`config.mk`:
```
export PLATFORM = sky130hd
export DESIGN_NAME = esf_flag_bank
export DESIGN_NICKNAME = d
export VERILOG_FILES = /design/src/design/esf_pkg.sv /design/src/design/esf_flag_bank.sv /design/src/design/esf_threshold.sv /design/src/design/esf_crc_tracker.sv
export VERILOG_INCLUDE_DIRS = /design/src /design/src/design
export SDC_FILE = /design/constraint.sdc
export NUM_CORES = 1
export LEC_CHECK = 0
export ABC_AREA = 1
export BUFFER_PORTS_ARGS = -buffer_cell sky130_fd_sc_hd__buf_2
export CAP_MARGIN = 20
export CORE_ASPECT_RATIO = 1.5
export CORE_MARGIN = 8
export CORE_UTILIZATION = 38
export CTS_CLUSTER_SIZE = 8
export DETAILED_ROUTE_END_ITERATION = 7
export PLACE_DENSITY = 0.76
export SYNTH_ARGS = -nofsm -noshare
export SYNTH_HDL_FRONTEND = slang
export SYNTH_SLANG_ARGS = --single-unit
```
`constraint.sdc`:
```
create_clock -name clk_sys -period 1.4 [get_ports clk_sys]
set_input_delay 0 -clock clk_sys [delete_from_list [all_inputs] [get_ports clk_sys]]
set_output_delay 0 -clock clk_sys [all_outputs]
set_load 0.05 [all_outputs]
```
`src/design/esf_defines.svh`:
```
// Offsets, field positions, reset values and counts of the error and status flag bank
`ifndef ESF_DEFINES_SVH
`define ESF_DEFINES_SVH
`define ESF_ERR_OFFSET 6'h06
`define ESF_STAT_OFFSET 6'h07
`define ESF_ERR_RESET 8'h00
`define ESF_STAT_RESET 8'h21
`define ESF_ERR_WRMIS 7
`define ESF_ERR_HEAT 6
`define ESF_ERR_OVFL 4
`define ESF_ERR_COLL 3
`define ESF_ERR_CRC 2
`define ESF_ERR_PAR 1
`define ESF_ERR_FRAME 0
`define ESF_ST_CHECKSUM_GOOD_FLAG 6
`define ESF_ST_CRCDONE 5
`define ESF_ST_IRQ 4
`define ESF_ST_TRUN 3
`define ESF_ST_HIGH 1
`define ESF_ST_LOW 0
`define ESF_FIFO_DEPTH 7'h40
`endif

```
`src/design/esf_pkg.sv`:
```
// Types shared by the error and status flag bank
package esf_pkg;
  typedef enum logic [2:0] {
    ESF_RATE_106 = 3'b001,
    ESF_RATE_212 = 3'b010,
    ESF_RATE_HI = 3'b100
  } esf_rate_type;
  typedef enum logic [2:0] {
    ESF_CRC_IDLE = 3'b001,
    ESF_CRC_BUSY = 3'b010,
    ESF_CRC_DONE = 3'b100
  } esf_crc_state_type;
endpackage

```
`src/design/esf_flag_bank.sv`:
```
// Error and status flag register bank of the reader front end
`timescale 1ns/1ps
`default_nettype none
`include "esf_defines.svh"
// Behaviour
// - Host FIFO write in authenticate or RF window flags misuse
// - Overheat sets flag and switches antenna drivers off
// - Command start clears errors except overheat flag
// - FIFO write while full sets overflow flag
// - Collision flag at 106 kBd, cleared at receiver start
// - CRC fail with check enabled sets flag
// - Parity fail at 106 kBd sets flag, cleared at receiver start
// - Bad start of frame at 106 kBd sets framing flag
// - Wrong byte count in authenticate sets framing flag
// - Checksum good reads one when result zero
// - Checksum done set after compute command finishes
// - Interrupt summary when any enabled source requests
// - Timer active follows run state or gating config
// - High flag when free space at most threshold
// - Low flag when level at most threshold
// - Any error flag set raises error request
// - Threshold requests latch until software clears them
// - Flush clears overflow flag and resets pointers
module esf_flag_bank
(
  // Clock and reset
  input wire logic clk_sys,
  input wire logic srst,
  // Register port
  input wire logic reg_rd,
  input wire logic reg_wr,
  input wire logic [5:0] reg_addr,
  input wire logic [7:0] reg_wdata,
  output logic [7:0] reg_rdata,
  // Command and mode state
  input wire logic command_start,
  input wire logic authenticate_command,
  input wire logic checksum_compute_command,
  input wire logic rf_turnaround_window,
  input wire logic receiver_start,
  input wire esf_pkg::esf_rate_type rx_rate,
  input wire logic receive_checksum_check_enable,
  // Receiver and sensor events
  input wire logic overheat_detect,
  input wire logic overheat_clear,
  input wire logic collision_detect,
  input wire logic rx_checksum_fail,
  input wire logic parity_check_fail,
  input wire logic sof_bad,
  input wire logic auth_byte_count_bad,
  // FIFO state
  input wire logic host_fifo_write,
  input wire logic internal_fifo_write,
  input wire logic [6:0] fifo_level,
  input wire logic [5:0] fifo_threshold,
  input wire logic fifo_flush_control,
  output logic fifo_pointer_reset,
  // Coprocessor
  input wire logic crc_start,
  input wire logic crc_finish,
  input wire logic crc_result_zero,
  // Timer
  input wire logic timer_counting,
  input wire logic [1:0] timer_gating_select,
  input wire logic timer_gate_enabled,
  // Interrupt sources and clears
  input wire logic [6:0] irq_sources,
  input wire logic [6:0] irq_enables,
  input wire logic high_irq_clear,
  input wire logic low_irq_clear,
  // Flags out
  output logic [7:0] command_error_flags,
  output logic [7:0] crc_irq_fifo_status,
  output logic antenna_driver_off,
  output logic error_interrupt_request,
  output logic high_threshold_interrupt_request,
  output logic low_threshold_interrupt_request
);
  import esf_pkg::*;

  logic [7:0] err_reg, err_next;
  logic [7:0] err_set, err_clr;
  logic [7:0] rdata_reg, rdata_next;
  logic hi_irq_reg, hi_irq_next;
  logic lo_irq_reg, lo_irq_next;
  logic hi_prev_reg, hi_prev_next;
  logic lo_prev_reg, lo_prev_next;
  logic hi_event, lo_event;
  logic high_flag, low_flag;
  logic good_flag, done_flag;
  logic rate_106;
  logic fifo_full;
  logic timer_active_flag;
  logic [7:0] status_value;

  esf_threshold u_threshold
  (
    .fifo_level(fifo_level),
    .fifo_threshold(fifo_threshold),
    .fifo_high_threshold_flag(high_flag),
    .fifo_low_threshold_flag(low_flag)
  );

  esf_crc_tracker u_crc
  (
    .clk_sys(clk_sys),
    .srst(srst),
    .crc_start(crc_start),
    .crc_finish(crc_finish),
    .crc_result_zero(crc_result_zero),
    .checksum_compute_command(checksum_compute_command),
    .checksum_good_flag(good_flag),
    .checksum_done_flag(done_flag)
  );

  // Stray codes count as a fast rate, so the base-rate-only flags stay quiet
  function automatic logic base_rate(input esf_rate_type rate);
    logic is_base;
    is_base = 1'b0;
    unique case (rate)
      ESF_RATE_106: is_base = 1'b1;
      ESF_RATE_212, ESF_RATE_HI: is_base = 1'b0;
      default: is_base = 1'b0;
    endcase
    return is_base;
  endfunction

  assign rate_106 = base_rate(rx_rate);
  assign fifo_full = (fifo_level == `ESF_FIFO_DEPTH);
  assign fifo_pointer_reset = fifo_flush_control;

  // Any nonzero gating selection is a gated mode
  function automatic logic gated_mode(input logic [1:0] select);
    logic gated;
    gated = 1'b0;
    unique case (select)
      2'b00: gated = 1'b0;
      2'b01, 2'b10, 2'b11: gated = 1'b1;
    endcase
    return gated;
  endfunction

  // Gated modes report the configured enable, never the gate pin
  assign timer_active_flag = gated_mode(timer_gating_select) ? timer_gate_enabled
                                                             : timer_counting;

  // Error flags: every bit gathers its clear and set requests separately
  always_comb
  begin
    err_clr = 8'h00;
    if (command_start)
    begin
      err_clr = ~(8'h01 << `ESF_ERR_HEAT);
    end
    if (receiver_start)
    begin
      err_clr[`ESF_ERR_COLL] = 1'b1;
      err_clr[`ESF_ERR_CRC] = 1'b1;
      err_clr[`ESF_ERR_PAR] = 1'b1;
      err_clr[`ESF_ERR_FRAME] = 1'b1;
    end
    if (fifo_flush_control)
    begin
      err_clr[`ESF_ERR_OVFL] = 1'b1;
    end
    // Only a cool sensor may drop the overheat flag; software cannot raise it
    if (overheat_clear && !overheat_detect)
    begin
      err_clr[`ESF_ERR_HEAT] = 1'b1;
    end
    // Above the base rate collisions mean nothing, so the flag is held low
    if (!rate_106)
    begin
      err_clr[`ESF_ERR_COLL] = 1'b1;
    end
    err_clr[5] = 1'b1;
  end

  always_comb
  begin
    err_set = 8'h00;
    if (host_fifo_write && (authenticate_command || rf_turnaround_window))
    begin
      err_set[`ESF_ERR_WRMIS] = 1'b1;
    end
    if (overheat_detect)
    begin
      err_set[`ESF_ERR_HEAT] = 1'b1;
    end
    // A write aimed at a full FIFO is flagged even if a flush lands with it
    if ((host_fifo_write || internal_fifo_write) && fifo_full)
    begin
      err_set[`ESF_ERR_OVFL] = 1'b1;
    end
    if (collision_detect && rate_106)
    begin
      err_set[`ESF_ERR_COLL] = 1'b1;
    end
    if (rx_checksum_fail && receive_checksum_check_enable)
    begin
      err_set[`ESF_ERR_CRC] = 1'b1;
    end
    if (parity_check_fail && rate_106)
    begin
      err_set[`ESF_ERR_PAR] = 1'b1;
    end
    if (sof_bad && rate_106)
    begin
      err_set[`ESF_ERR_FRAME] = 1'b1;
    end
    if (auth_byte_count_bad && authenticate_command)
    begin
      err_set[`ESF_ERR_FRAME] = 1'b1;
    end
  end

  // A set request outranks a clear landing in the same cycle
  always_comb
  begin
    err_next = err_set | (err_reg & ~err_clr);
  end

  // A flag that is already high when reset lifts is taken as an event
  assign hi_event = high_flag && !hi_prev_reg;
  assign lo_event = low_flag && !lo_prev_reg;

  // Threshold requests latch rising events; set wins over a software clear
  always_comb
  begin
    hi_irq_next = hi_irq_reg;
    lo_irq_next = lo_irq_reg;
    hi_prev_next = high_flag;
    lo_prev_next = low_flag;
    if (high_irq_clear)
    begin
      hi_irq_next = 1'b0;
    end
    if (low_irq_clear)
    begin
      lo_irq_next = 1'b0;
    end
    if (hi_event)
    begin
      hi_irq_next = 1'b1;
    end
    if (lo_event)
    begin
      lo_irq_next = 1'b1;
    end
  end

  always_comb
  begin
    status_value = 8'h00;
    status_value[`ESF_ST_CHECKSUM_GOOD_FLAG] = good_flag;
    status_value[`ESF_ST_CRCDONE] = done_flag;
    status_value[`ESF_ST_IRQ] = |(irq_sources & irq_enables);
    status_value[`ESF_ST_TRUN] = timer_active_flag;
    status_value[`ESF_ST_HIGH] = high_flag;
    status_value[`ESF_ST_LOW] = low_flag;
  end

  // Readback selector; unmapped offsets read as zero
  function automatic logic [7:0] readback(input logic [5:0] addr, input logic [7:0] err_value,
    input logic [7:0] stat_value);
    logic [7:0] value;
    value = 8'h00;
    unique case (addr)
      `ESF_ERR_OFFSET: value = err_value;
      `ESF_STAT_OFFSET: value = stat_value;
      default: value = 8'h00;
    endcase
    return value;
  endfunction

  // Writes are decoded nowhere: both registers ignore the host's data
  always_comb
  begin
    rdata_next = rdata_reg;
    if (reg_rd)
    begin
      rdata_next = readback(reg_addr, err_reg, status_value);
    end
  end

  // Error flags keep their value until a clear request or a reset
  always_ff @(posedge clk_sys)
  begin
    if (srst)
    begin
      err_reg <= `ESF_ERR_RESET;
    end
    else
    begin
      err_reg <= err_next;
    end
  end

  // Read data holds its last value between reads
  always_ff @(posedge clk_sys)
  begin
    if (srst)
    begin
      rdata_reg <= 8'h00;
    end
    else
    begin
      rdata_reg <= rdata_next;
    end
  end

  // Requests and their edge memories
  always_ff @(posedge clk_sys)
  begin
    if (srst)
    begin
      hi_irq_reg <= 1'b0;
      lo_irq_reg <= 1'b0;
      hi_prev_reg <= 1'b0;
      lo_prev_reg <= 1'b0;
    end
    else
    begin
      hi_irq_reg <= hi_irq_next;
      lo_irq_reg <= lo_irq_next;
      hi_prev_reg <= hi_prev_next;
      lo_prev_reg <= lo_prev_next;
    end
  end

  assign reg_rdata = rdata_reg;
  assign command_error_flags = err_reg;
  assign crc_irq_fifo_status = status_value;
  assign antenna_driver_off = err_reg[`ESF_ERR_HEAT];
  assign error_interrupt_request = |err_reg;
  assign high_threshold_interrupt_request = hi_irq_reg;
  assign low_threshold_interrupt_request = lo_irq_reg;

  // Write strobe and data only keep the port list whole; writes change nothing
  logic unused_ok;
  assign unused_ok = reg_wr ^ (^reg_wdata);
endmodule
`default_nettype wire

```
`src/design/esf_threshold.sv`:
```
// FIFO threshold comparators for the high and low warning flags
`timescale 1ns/1ps
`default_nettype none
`include "esf_defines.svh"
module esf_threshold
(
  // Fill state
  input wire logic [6:0] fifo_level,
  input wire logic [5:0] fifo_threshold,
  // Live flags
  output logic fifo_high_threshold_flag,
  output logic fifo_low_threshold_flag
);
  logic [6:0] free_space;
  always_comb
  begin
    free_space = `ESF_FIFO_DEPTH - fifo_level;
    fifo_high_threshold_flag = free_space <= {1'b0, fifo_threshold};
    fifo_low_threshold_flag = fifo_level <= {1'b0, fifo_threshold};
  end
endmodule
`default_nettype wire

```
`src/design/esf_crc_tracker.sv`:
```
// Tracks the checksum coprocessor to drive the good and done status flags
`timescale 1ns/1ps
`default_nettype none
module esf_crc_tracker
(
  // Clock and reset
  input wire logic clk_sys,
  input wire logic srst,
  // Coprocessor events
  input wire logic crc_start,
  input wire logic crc_finish,
  input wire logic crc_result_zero,
  input wire logic checksum_compute_command,
  // Flags
  output logic checksum_good_flag,
  output logic checksum_done_flag
);
  import esf_pkg::*;
  esf_crc_state_type state_reg, state_next;
  logic good_reg, good_next;
  always_comb
  begin
    state_next = state_reg;
    good_next = good_reg;
    unique case (state_reg)
      ESF_CRC_IDLE, ESF_CRC_DONE:
      begin
        if (crc_start)
        begin
          state_next = ESF_CRC_BUSY;
          good_next = 1'b0;
        end
      end
      ESF_CRC_BUSY:
      begin
        if (crc_finish)
        begin
          state_next = checksum_compute_command ? ESF_CRC_DONE : ESF_CRC_IDLE;
          good_next = crc_result_zero;
        end
      end
      default:
      begin
        state_next = ESF_CRC_IDLE;
      end
    endcase
  end
  always_ff @(posedge clk_sys)
  begin
    if (srst)
    begin
      state_reg <= ESF_CRC_DONE;
      good_reg <= 1'b0;
    end
    else
    begin
      state_reg <= state_next;
      good_reg <= good_next;
    end
  end
  // Done only means something for the dedicated checksum command
  assign checksum_done_flag = (state_reg == ESF_CRC_DONE);
  assign checksum_good_flag = good_reg;
endmodule
`default_nettype wire

```
==> qor_table.md, run 1 <==
| Quantity | This run |
|:---|:---|
| Switching power | 0.6874 mW |
| Adder-cell share of the synthesized area | 9.631% |
| Multi-input logic area | 967.2 um^2 |
| Area added between synthesis and finish | 45.02% |
| Count of buffers from port buffering | 89 |
| Worst hold slack after final layout | -0.004875 ns |
| Count of non-filler cells in the finished layout | 369 |
| Floorplan die height | 94.45 um |
| Sequential fraction of the synthesis area | 29.53% |
| DRC violations left | 0 |
| Final wirelength | 4866 um |
| Critical Path End Type | output pin |
| Leakage | 1.205 nW |
| H-tree depth | 1 |
| Capture point of the worst reg-to-reg path | u_crc.state_reg[0] |
| Synthesized-area fraction occupied by and/or/nand/nor cells | 32.99% |
| Portion of netlist area occupied by mux cells | 0% |
| Endpoint arrival time on the critical path | 1.50 ns |
| Ratio of cells with drive above 1 in the final layout | 40.43% |
| Number of design-rule violations left by the first detailed-router iteration | 107 |
| Clock Power Share | 21.9% |
| Worst IR Drop VDD | 0.5632 mV |
| Status | finished, violations left |
| Total Nets Final | 410 |
| Share of the clock period used by the worst path | 107.1% |
| First-pass GRT wire length | 7231 um |
| Clock tree sinks | 23 |
| Detailed placer's ending HPWL | 3987 um |
| Failing checks | hold timing, setup timing |
| Reg-to-Reg Start | u_crc.state_reg[1] |
| Placed cells | 353 |
| Compound-cell area share of the yosys netlist | 11.80% |
| Final weighted congestion in routability-driven placement | 0.7772 |
| Total Routing Usage GR | 14.14% |
| CTS root buf | sky130_fd_sc_hd__clkbuf_8 |
| R2R depth | 4 |
| Setup-failing EPs final | 3 |
| Post-Route Skew | 0.001795 ns |
| Net switching fraction of the power | 37.12% |
| Mean routed wirelength per cell | 13.19 um |
| EDFF count, synth | 0 |
| Initial antenna violation count | 0 |
| Placement row count | 28 |
| Final design instance area without fill | 2261 um^2 |
| Worst Path Required | 1.40 ns |
| Largest family of logic cells by synthesized area | simple AND/OR/NAND/NOR gates |
| Antenna Nets Post-Route | 0 |
| TritonCTS clock tree | done |
| Syn Inst Count | 226 |
| Overall die area | 6450 um^2 |
| Fraction of registers with async set or reset after synthesis | 0% |
| Power per standard cell area | 819.2 nW/um^2 |
| Portion of total power attributed to sequential cells | 39.1% |
| Unique cell type count in the Yosys netlist | 34 |
| Maximum root-to-sink buffer count | 2 |
| Skew-Pair Late Insertion Delay | 0.26 ns |
| Post-detailed-placement cell area | 2012 um^2 |
| Cell type with the highest aggregate area in the netlist | sky130_fd_sc_hd__dfxtp_1 |
| Post-Syn Area per Cell | 6.898 um^2 |
| Detailed-routing iteration count for the pre-antenna-repair pass | 4 |
| Area of the core region | 3959 um^2 |
| Final WS setup | -0.09891 ns |
| Max Fclk | 667.2 MHz |
| Critical path endpoint | crc_irq_fifo_status[1] |
| Global route overflow | 0 |
| Clk pin slew, worst setup/hold paths | 0.07 ns |
| Xor/xnor cell area share of the yosys netlist | 3.291% |
| Leading cell types by total area after synthesis | sky130_fd_sc_hd__dfxtp_1 30%, sky130_fd_sc_hd__nand2_1 14%, sky130_fd_sc_hd__ha_1 9.6% |
| Top FF cell, synth | sky130_fd_sc_hd__dfxtp_1 |
| Final-report hold violation count | 1 |
| Starting utilization of the core area | 39.38% |
| Ranking of synthesized cells by instance count | 59 x sky130_fd_sc_hd__nand2_1, 23 x sky130_fd_sc_hd__dfxtp_1, 23 x sky130_fd_sc_hd__inv_1 |
| Horizontal extent of the die | 68.30 um |
| Combined area of all synthesized cells | 1559 um^2 |
| Kind of critical path | in -> out |
| Vias per cell | 4.878 |
| Flip-flop count of the largest register after layout | 8 |
| TritonCTS buffer count | 3 |
| Flip-flop and latch count after synthesis | 23 |
| Max-slew violation count | 0 |
| Combinational fraction of design power | 39.0% |
| Syn. warnings | 0 |
| Reg-to-reg setup timing slack | 0.31 ns |
| Largest net degree at the start of global routing | 15 |
| Min cycle time layout | 1.499 ns |
| Worst Setup Start Kind | input pin |
| Critical path startpoint | fifo_level[1] |
| Top-level port count | 102 |
| Unrepaired setup endpoints after global routing | yes |
| Number of diodes | 0 |
| Count of maximum capacitance violations | 0 |
| Synth top area share | 29.53% |
| Largest fanout on the critical path | 3 |
| Most frequent cell after synthesis | sky130_fd_sc_hd__nand2_1 |
| Type of the worst min-delay path | in -> reg |
| Number of fillers in the final layout | 360 |
| Number of vias after detailed routing | 1800 |
| Internal power summed over all cells | 1.165 mW |
| Vias in the first global route | 1718 |
| Area taken by flip-flops and latches | 460.4 um^2 |
## metrics by stage
step | worst slack, ns | utilization (%) | TNS [ns] | total power [mW] | hold WS, ns
6_report | -0.09891 | 57.11 | -0.1237 | 1.852 | -0.004875
5_1_grt | -0.2049 | 57.11 | -0.5164 | 1.959 | 0.005715
4_1_cts | -0.06706 | 55.94 | -0.06706 | 1.849 | 0.001293
3_5_place_dp | -0.3074 | 50.82 | -0.9454 | 1.387 | 0.2167
3_3_place_gp | -0.2240 | 50.82 | -0.5992 | 1.373 | 0.2099
2_1_floorplan | 0.02874 | - | 0 | 1.204 | 0.1174
## final cells by class
class                   instances  share of cell area [%]
multi-input cells             163                   42.78
flip-flops and latches         23                   20.37
clock buffers                   4                   1.992
inverters                      29                   5.036
repair buffers                105                   27.34
well taps                      45                   2.490
## repair_timing
action	4_1_cts	5_1_grt
buffers inserted	4	0
hold buffers	7	1
setup endpoints to repair	1	4
endpoints found under the hold margin	7	1
pin swaps	8	9
gates resized for setup	18	9
## worst min-delay path by stage
| stage | startpoint | to | slack (ns) | cells past startpoint |
|---|---|---|---|---|
| 3_5_place_dp | overheat_detect | command_error_flags[6] | 0.22 | 3 |
| 2_1_floorplan | overheat_detect | command_error_flags[6] | 0.12 | 2 |
| 4_1_cts | parity_check_fail | command_error_flags[1] | 0.001 | 3 |
| 3_3_place_gp | overheat_detect | command_error_flags[6] | 0.21 | 3 |
| 5_1_grt | rx_rate[1] | command_error_flags[3] | 0.006 | 4 |
| 6_report | parity_check_fail | command_error_flags[1] | -0.005 | 3 |
## layout by cell type (no fill, tap or decap), types with 5 or more instances in the layout
cell type                       instances
sky130_fd_sc_hd__a21oi_1               18
sky130_fd_sc_hd__dlygate4sd3_1          8
sky130_fd_sc_hd__nand2_2                7
sky130_fd_sc_hd__inv_2                  5
sky130_fd_sc_hd__nand4_1                5
sky130_fd_sc_hd__ha_1                  11
sky130_fd_sc_hd__nand3_1                6
sky130_fd_sc_hd__nor2_1                18
sky130_fd_sc_hd__buf_4                  8
sky130_fd_sc_hd__o21ai_1                5
sky130_fd_sc_hd__nand2_1               55
sky130_fd_sc_hd__o21ai_0                6
sky130_fd_sc_hd__buf_2                 85
sky130_fd_sc_hd__dfxtp_1               23
sky130_fd_sc_hd__inv_1                 21
## routing by layer
layer,vias to the layer above,routed length [um],share of wire (%),GRT usage [%]
li1,909,-,-,-
met1,799,1831,38,15.36
met2,83,2374,49,24.74
met3,9,550,11,2.966
met4,0,109,2.2,7.033
met5,-,0,0,0
## critical path: stages
cell	delay, ns
sky130_fd_sc_hd__buf_8	0.11
sky130_fd_sc_hd__inv_4	0.05
sky130_fd_sc_hd__ha_4	0.14
sky130_fd_sc_hd__nand2_2	0.06
sky130_fd_sc_hd__xor2_1	0.16
sky130_fd_sc_hd__ha_1	0.32
sky130_fd_sc_hd__nand2_1	0.07
sky130_fd_sc_hd__nand2_1	0.05
sky130_fd_sc_hd__a21oi_1	0.13
sky130_fd_sc_hd__nand2_1	0.07
sky130_fd_sc_hd__nand2_2	0.08
sky130_fd_sc_hd__nand2_2	0.06
sky130_fd_sc_hd__inv_2	0.06
sky130_fd_sc_hd__buf_8	0.13
## logic make-up after synthesis
family,after synthesis
simple gates,109
buf+inv,42
compound gates,34
flops,23
fa+ha+maj,12
xor+xnor,5
other cells,1
## power by group through the flow
stage,sequential (mW),clock (mW),combinational (mW)
after floorplan,0.822,0,0.382
after global placement,0.738,0,0.635
after detailed placement,0.739,0,0.648
after CTS,0.723,0.418,0.708
after global routing,0.729,0.441,0.789
final,0.724,0.405,0.723
(Power assumes the default switching activity.)
==> run 2, diff against run 1 <==
CELL_PAD_IN_SITES_DETAIL_PLACEMENT = 1   (was default)
CELL_PAD_IN_SITES_GLOBAL_PLACEMENT = 1   (was default)
CORE_UTILIZATION = 25   (was 38)
HOLD_SLACK_MARGIN = 0.03   (was default)
PLACE_DENSITY = default   (was 0.76)
PLACE_DENSITY_LB_ADDON = 0.1   (was default)
==> run 2 against run 1 <==
Compared with the run above:
- the flow finishes with violations (setup timing)
- setup slack better by 0.032 ns
- non-clock buffer count is 15 higher
- largest power group is now combinational logic
- clock power is 2% higher
==> qor_table.md, run 2 (synthesized netlist as in run 1, its figures left out) <==
| Quantity | This run | vs previous |
|:---|:---|:---|
| First-pass GRT wire length | 9211 um | was 7231 um |
| DRC violations left | 0 | unchanged |
| Final-report hold violation count | 0 | was 1 |
| Total Nets Final | 425 | was 410 |
| CTS root buf | sky130_fd_sc_hd__clkbuf_8 | unchanged |
| Type of the worst min-delay path | in -> reg | unchanged |
| Final WS setup | -0.06710 ns | was -0.09891 ns |
| Share of the clock period used by the worst path | 104.8% | was 107.1% |
| Max Fclk | 681.6 MHz | was 667.2 MHz |
| Count of buffers from port buffering | 89 | unchanged |
| Antenna Nets Post-Route | 0 | unchanged |
| Count of maximum capacitance violations | 0 | unchanged |
| Critical path startpoint | fifo_level[1] | unchanged |
| Final wirelength | 5705 um | was 4866 um |
| Final weighted congestion in routability-driven placement | 0.7580 | was 0.7772 |
| Number of fillers in the final layout | 807 | was 360 |
| Clk pin slew, worst setup/hold paths | 0.08 ns | was 0.07 ns |
| Worst Min Path Start | receiver_start | was parity_check_fail |
| Reg-to-Reg Start | command_error_flags[0] | was u_crc.state_reg[1] |
| Unrepaired setup endpoints after global routing | yes | unchanged |
| Vias in the first global route | 1974 | was 1718 |
| Ratio of cells with drive above 1 in the final layout | 40.41% | was 40.43% |
| Power per standard cell area | 781.5 nW/um^2 | was 819.2 nW/um^2 |
| Critical Path End Type | output pin | unchanged |
| Starting utilization of the core area | 25.61% | was 39.38% |
| Number of design-rule violations left by the first detailed-router iteration | 61 | was 107 |
| Global route overflow | 0 | unchanged |
| Worst hold slack after final layout | 0.04898 ns | was -0.004875 ns |
| Flip-flop count of the largest register after layout | 8 | unchanged |
| Post-Route Skew | 0.001794 ns | was 0.001795 ns |
| Leakage | 1.278 nW | was 1.205 nW |
| Maximum root-to-sink buffer count | 2 | unchanged |
| TritonCTS clock tree | done | unchanged |
| Number of vias after detailed routing | 1850 | was 1800 |
| Horizontal extent of the die | 80.48 um | was 68.30 um |
| Area taken by flip-flops and latches | 460.4 um^2 | unchanged |
| Status | finished, violations left | unchanged |
| Detailed-routing iteration count for the pre-antenna-repair pass | 4 | unchanged |
| Top-level port count | 102 | unchanged |
| Detailed placer's ending HPWL | 4716 um | was 3987 um |
| Placement row count | 35 | was 28 |
| Setup-failing EPs final | 2 | was 3 |
| Clock tree sinks | 23 | unchanged |
| Number of diodes | 0 | unchanged |
| Worst IR Drop VDD | 0.3021 mV | was 0.5632 mV |
| Vias per cell | 4.479 | was 4.878 |
| Commonest cells after routing, fill and taps aside | 84 x sky130_fd_sc_hd__buf_2, 55 x sky130_fd_sc_hd__nand2_1, 23 x sky130_fd_sc_hd__dfxtp_1, 20 x sky130_fd_sc_hd__inv_1, 19 x sky130_fd_sc_hd__dlygate4sd3_1 | was 85 x sky130_fd_sc_hd__buf_2, 55 x sky130_fd_sc_hd__nand2_1, 23 x sky130_fd_sc_hd__dfxtp_1, 21 x sky130_fd_sc_hd__inv_1 |
| Total Routing Usage GR | 12.63% | was 14.14% |
| Area added between synthesis and finish | 57.22% | was 45.02% |
| Worst Path Required | 1.40 ns | about the same |
| Overall die area | 9071 um^2 | was 6450 um^2 |
| Mean routed wirelength per cell | 13.81 um | was 13.19 um |
| Kind of critical path | in -> out | unchanged |
| Failing checks | setup timing | was hold timing, setup timing |
| Multi-input logic area | 978.4 um^2 | was 967.2 um^2 |
| Largest net degree at the start of global routing | 15 | unchanged |
| Post-detailed-placement cell area | 2093 um^2 | was 2012 um^2 |
| H-tree depth | 1 | unchanged |
| Final design instance area without fill | 2451 um^2 | was 2261 um^2 |
| Max-slew violation count | 0 | unchanged |
| Power, Total | 1.916 mW | was 1.852 mW |
| Most frequent standard cell in the layout excluding fill and tap cells | sky130_fd_sc_hd__buf_2 | unchanged |
| Initial antenna violation count | 0 | unchanged |
| Area of the core region | 6087 um^2 | was 3959 um^2 |
| Largest fanout on the critical path | 3 | unchanged |
| TritonCTS buffer count | 3 | unchanged |
| Endpoint arrival time on the critical path | 1.47 ns | was 1.50 ns |
| Min cycle time layout | 1.467 ns | was 1.499 ns |
| Worst Setup Start Kind | input pin | unchanged |
| Floorplan die height | 112.7 um | was 94.45 um |
| Skew-Pair Late Insertion Delay | 0.26 ns | about the same |
[run 2: critical path, cell delays in order]
cell	delay, ns
sky130_fd_sc_hd__buf_8	0.11
sky130_fd_sc_hd__inv_4	0.05
sky130_fd_sc_hd__ha_4	0.15
sky130_fd_sc_hd__nand2_2	0.07
sky130_fd_sc_hd__xor2_1	0.15
sky130_fd_sc_hd__ha_1	0.29
sky130_fd_sc_hd__nand2_1	0.09
sky130_fd_sc_hd__nor2_4	0.11
sky130_fd_sc_hd__nand4_1	0.10
sky130_fd_sc_hd__nand2_2	0.09
sky130_fd_sc_hd__nand2_2	0.06
sky130_fd_sc_hd__inv_2	0.06
sky130_fd_sc_hd__buf_8	0.13
[run 2: per-layer routing]
| metal | vias up | GRT usage, % | part of all wire, % |
|---|---|---|---|
| li1 | 941 | - | - |
| met1 | 854 | 12.79 | 37 |
| met2 | 53 | 24.49 | 56 |
| met3 | 2 | 1.825 | 6.2 |
| met4 | 0 | 4.390 | 0.96 |
| met5 | - | 0 | 0 |
[run 2: cell type report]
type	count	share of cell area, %
Clock buffer	4	1.838
Inverter	29	4.645
Multi-Input combinational cell	163	39.92
Sequential cell	23	18.79
Tap cell	74	3.777
Timing Repair Buffer	120	31.04
[run 2: power breakdown]
part	total (mW)	leakage, nW	switching, mW	internal, mW
registers	0.725	0.189	0.0301	0.695
logic	0.777	1.07	0.476	0.302
clock network	0.413	0.0228	0.210	0.203
[run 2: worst paths after layout]
| path | endpoint | slack (ns) | cells past startpoint |
|---|---|---|---|
| worst min register to register | low_threshold_interrupt_request | 0.41 | 1 |
| worst max register to register | command_error_flags[0] | 0.17 | 3 |
| worst min-delay path | command_error_flags[2] | 0.05 | 4 |
| worst max-delay path | crc_irq_fifo_status[1] | -0.07 | 13 |
[run 2: timing repair]
| item | in CTS | in global routing |
|---|---|---|
| setup endpoints to repair | 2 | 4 |
| gates resized for setup | 17 | 13 |
| setup buffers | 2 | 0 |
| hold buffers | 19 | 0 |
| hold endpoints to repair | 11 | 0 |
| pin swaps | 8 | 9 |
[run 2: through the flow]
stage | setup TNS (ns) | worst slack [ns] | instances | utilization [%]
after detailed placement | -0.8983 | -0.2817 | 388 | 34.39
after global placement | -0.7226 | -0.2401 | 388 | 34.39
after CTS | -0.1078 | -0.1023 | 413 | 39.59
final | -0.07027 | -0.06710 | 413 | 40.27
after floorplan | 0 | 0.02874 | 228 | -
after global routing | -0.4581 | -0.2175 | 413 | 40.27
==> run 3, diff against run 2 <==
CORE_ASPECT_RATIO = default   (was 1.5)
SETUP_SLACK_MARGIN = 0.2   (was default)
==> run 3 against run 2 <==
Compared with the run above:
- the flow still finishes with violations (setup timing)
- worst hold slack lost 0.0067 ns
- via count fell by 0.38%
- power rose by 5.0%
- register-to-register slack better by 0.13 ns
- clock-buffer cell count down 1
- utilization up 3.4 points
- non-clock buffer count up 5
- critical path type unchanged
- sequential share of layout area down 0.96 points
- combinational power is 9.1% higher
- first-iteration DRC count fell by 49%
- design area increased by 6.8%
==> qor_table.md, run 3 (synthesized netlist as in run 1, its figures left out) <==
| Quantity | This run | vs previous |
|:---|:---|:---|
| Max-slew violation count | 0 | unchanged |
| Number of design-rule violations left by the first detailed-router iteration | 31 | was 61 |
| CTS root buf | sky130_fd_sc_hd__clkbuf_8 | unchanged |
| Worst Setup Start Kind | input pin | unchanged |
| Endpoint arrival time on the critical path | 1.47 ns | about the same |
| Final design instance area without fill | 2619 um^2 | was 2451 um^2 |
| Detailed placer's ending HPWL | 4489 um | was 4716 um |
| Initial antenna violation count | 0 | unchanged |
| First-pass GRT wire length | 9163 um | was 9211 um |
| Maximum root-to-sink buffer count | 2 | unchanged |
| Status | finished, violations left | unchanged |
| Final wirelength | 5702 um | was 5705 um |
| Unrepaired setup endpoints after global routing | yes | unchanged |
| Failing checks | setup timing | unchanged |
| Flip-flop count of the largest register after layout | 8 | unchanged |
| Post-detailed-placement cell area | 2132 um^2 | was 2093 um^2 |
| Count of maximum capacitance violations | 0 | unchanged |
| Setup-failing EPs final | 3 | was 2 |
| Post-Route Skew | 0.01086 ns | was 0.001794 ns |
| Final-report hold violation count | 0 | unchanged |
| TritonCTS clock tree | done | unchanged |
| R2R depth | 4 | was 3 |
| Number of diodes | 0 | unchanged |
| Worst Hold End | command_error_flags[7] | was command_error_flags[2] |
| Reg-to-reg setup timing slack | 0.30 ns | was 0.17 ns |
| Most frequent standard cell in the layout excluding fill and tap cells | sky130_fd_sc_hd__buf_2 | unchanged |
| Max Fclk | 682.0 MHz | was 681.6 MHz |
| Worst IR Drop VDD | 0.4300 mV | was 0.3021 mV |
| Commonest cells after routing, fill and taps aside | 81 x sky130_fd_sc_hd__buf_2, 54 x sky130_fd_sc_hd__nand2_1, 21 x sky130_fd_sc_hd__inv_1, 21 x sky130_fd_sc_hd__dlygate4sd3_1, 20 x sky130_fd_sc_hd__dfxtp_1 | was 84 x sky130_fd_sc_hd__buf_2, 55 x sky130_fd_sc_hd__nand2_1, 23 x sky130_fd_sc_hd__dfxtp_1, 20 x sky130_fd_sc_hd__inv_1, 19 x sky130_fd_sc_hd__dlygate4sd3_1 |
| Horizontal extent of the die | 94.97 um | was 80.48 um |
| Vias per cell | 4.399 | was 4.479 |
| Final WS setup | -0.06624 ns | was -0.06710 ns |
| Total Nets Final | 430 | was 425 |
| Count of buffers from port buffering | 89 | unchanged |
| Power per standard cell area | 768.1 nW/um^2 | was 781.5 nW/um^2 |
| Clk pin slew, worst setup/hold paths | 0.10 ns | was 0.08 ns |
| Global route overflow | 0 | unchanged |
| Worst Path Required | 1.40 ns | about the same |
| Ratio of cells with drive above 1 in the final layout | 44.19% | was 40.41% |
| Area added between synthesis and finish | 67.98% | was 57.22% |
| Top-level port count | 102 | unchanged |
| Largest fanout on the critical path | 3 | unchanged |
| Overall die area | 9019 um^2 | was 9071 um^2 |
| Largest net degree at the start of global routing | 15 | unchanged |
| Worst Min Path Start | authenticate_command | was receiver_start |
| Leakage | 1.322 nW | was 1.278 nW |
| Vias in the first global route | 1973 | was 1974 |
| Total Routing Usage GR | 12.61% | was 12.63% |
| Clock tree sinks | 23 | unchanged |
| DRC violations left | 0 | unchanged |
| Number of vias after detailed routing | 1843 | was 1850 |
| Floorplan die height | 94.97 um | was 112.7 um |
| Capture point of the worst reg-to-reg path | u_crc.state_reg[0] | was command_error_flags[0] |
| Antenna Nets Post-Route | 0 | unchanged |
| Placement row count | 28 | was 35 |
| Min cycle time layout | 1.466 ns | was 1.467 ns |
| Worst hold slack after final layout | 0.04224 ns | was 0.04898 ns |
| Kind of critical path | in -> out | unchanged |
| Final weighted congestion in routability-driven placement | 0.7581 | was 0.7580 |
| Starting utilization of the core area | 26.02% | was 25.61% |
| H-tree depth | 1 | unchanged |
| Area of the core region | 5991 um^2 | was 6087 um^2 |
| Hold-critical path depth | 3 | was 4 |
| Critical Path End Type | output pin | unchanged |
| Detailed-routing iteration count for the pre-antenna-repair pass | 4 | unchanged |
| Mean routed wirelength per cell | 13.61 um | was 13.81 um |
| Skew-Pair Late Insertion Delay | 0.27 ns | was 0.26 ns |
| TritonCTS buffer count | 3 | unchanged |
| Type of the worst min-delay path | in -> reg | unchanged |
| Share of the clock period used by the worst path | 104.7% | was 104.8% |
| Reg-to-Reg Start | u_crc.state_reg[1] | was command_error_flags[0] |
## run 3: metal layers
layer	track usage [%]	share of wire [%]
met1	15.84	47
met2	20.68	44
met3	4.286	8.7
met4	1.951	0.39
met5	0	0
## run 3: where the power goes
group	internal [mW]	switching, mW	total [mW]	leakage (nW)
sequential	0.695	0.0305	0.725	0.191
combinational	0.355	0.493	0.848	1.11
clock	0.202	0.236	0.438	0.0217
total	1.25	0.760	2.01	1.32
## run 3: stage by stage
step | util, % | worst slack (ns) | std cells | power (mW) | TNS (ns)
after global placement | 35.59 | -0.2374 | 388 | 1.427 | -0.6607
after floorplan | - | 0.1248 | 228 | 1.214 | 0
after detailed placement | 35.59 | -0.2846 | 388 | 1.432 | -0.8635
after global routing | 43.71 | -0.1835 | 419 | 2.150 | -0.5528
after CTS | 42.06 | -0.08695 | 417 | 1.995 | -0.1957
final | 43.71 | -0.06624 | 419 | 2.011 | -0.1588
## run 3: final cells by class
type	instances	area (um^2)
timing repair buffer	125	842.1
sequential	23	466.7
multi-input combinational	163	1033
clock buffer	3	41.29
clock inverter	1	7.507
fill	771	3372
inverter	29	133.9
tap	75	93.84
## run 3: timing repair
action,CTS,global route
hold buffers,20,2
endpoints found under the hold margin,11,1
pin swaps,17,16
gates resized for setup,28,22
endpoints found under the setup margin,6,10
setup buffers,5,1
## run 3: worst max-delay path, stage by stage
cell                      delay, ns
sky130_fd_sc_hd__buf_12        0.12
sky130_fd_sc_hd__inv_12        0.04
sky130_fd_sc_hd__ha_4          0.14
sky130_fd_sc_hd__nand2_2       0.06
sky130_fd_sc_hd__xor2_1        0.15
sky130_fd_sc_hd__ha_1          0.31
sky130_fd_sc_hd__nand2_1       0.07
sky130_fd_sc_hd__nand2_1       0.05
sky130_fd_sc_hd__a21oi_1       0.13
sky130_fd_sc_hd__nand2_1       0.07
sky130_fd_sc_hd__nand2_2       0.08
sky130_fd_sc_hd__nand2_4       0.05
sky130_fd_sc_hd__inv_2         0.06
sky130_fd_sc_hd__buf_8         0.13
## run 3: how the worst max path moves through the flow
stage | to | cells past startpoint | slack (ns) | from
final | crc_irq_fifo_status[1] | 14 | -0.07 | fifo_level[1]
after global routing | crc_irq_fifo_status[1] | 13 | -0.18 | fifo_level[1]
after floorplan | reg_rdata[1] | 12 | 0.12 | fifo_level[1]
after CTS | crc_irq_fifo_status[1] | 13 | -0.09 | fifo_level[0]
after detailed placement | crc_irq_fifo_status[1] | 14 | -0.28 | fifo_level[1]
after global placement | crc_irq_fifo_status[1] | 14 | -0.24 | fifo_level[1]
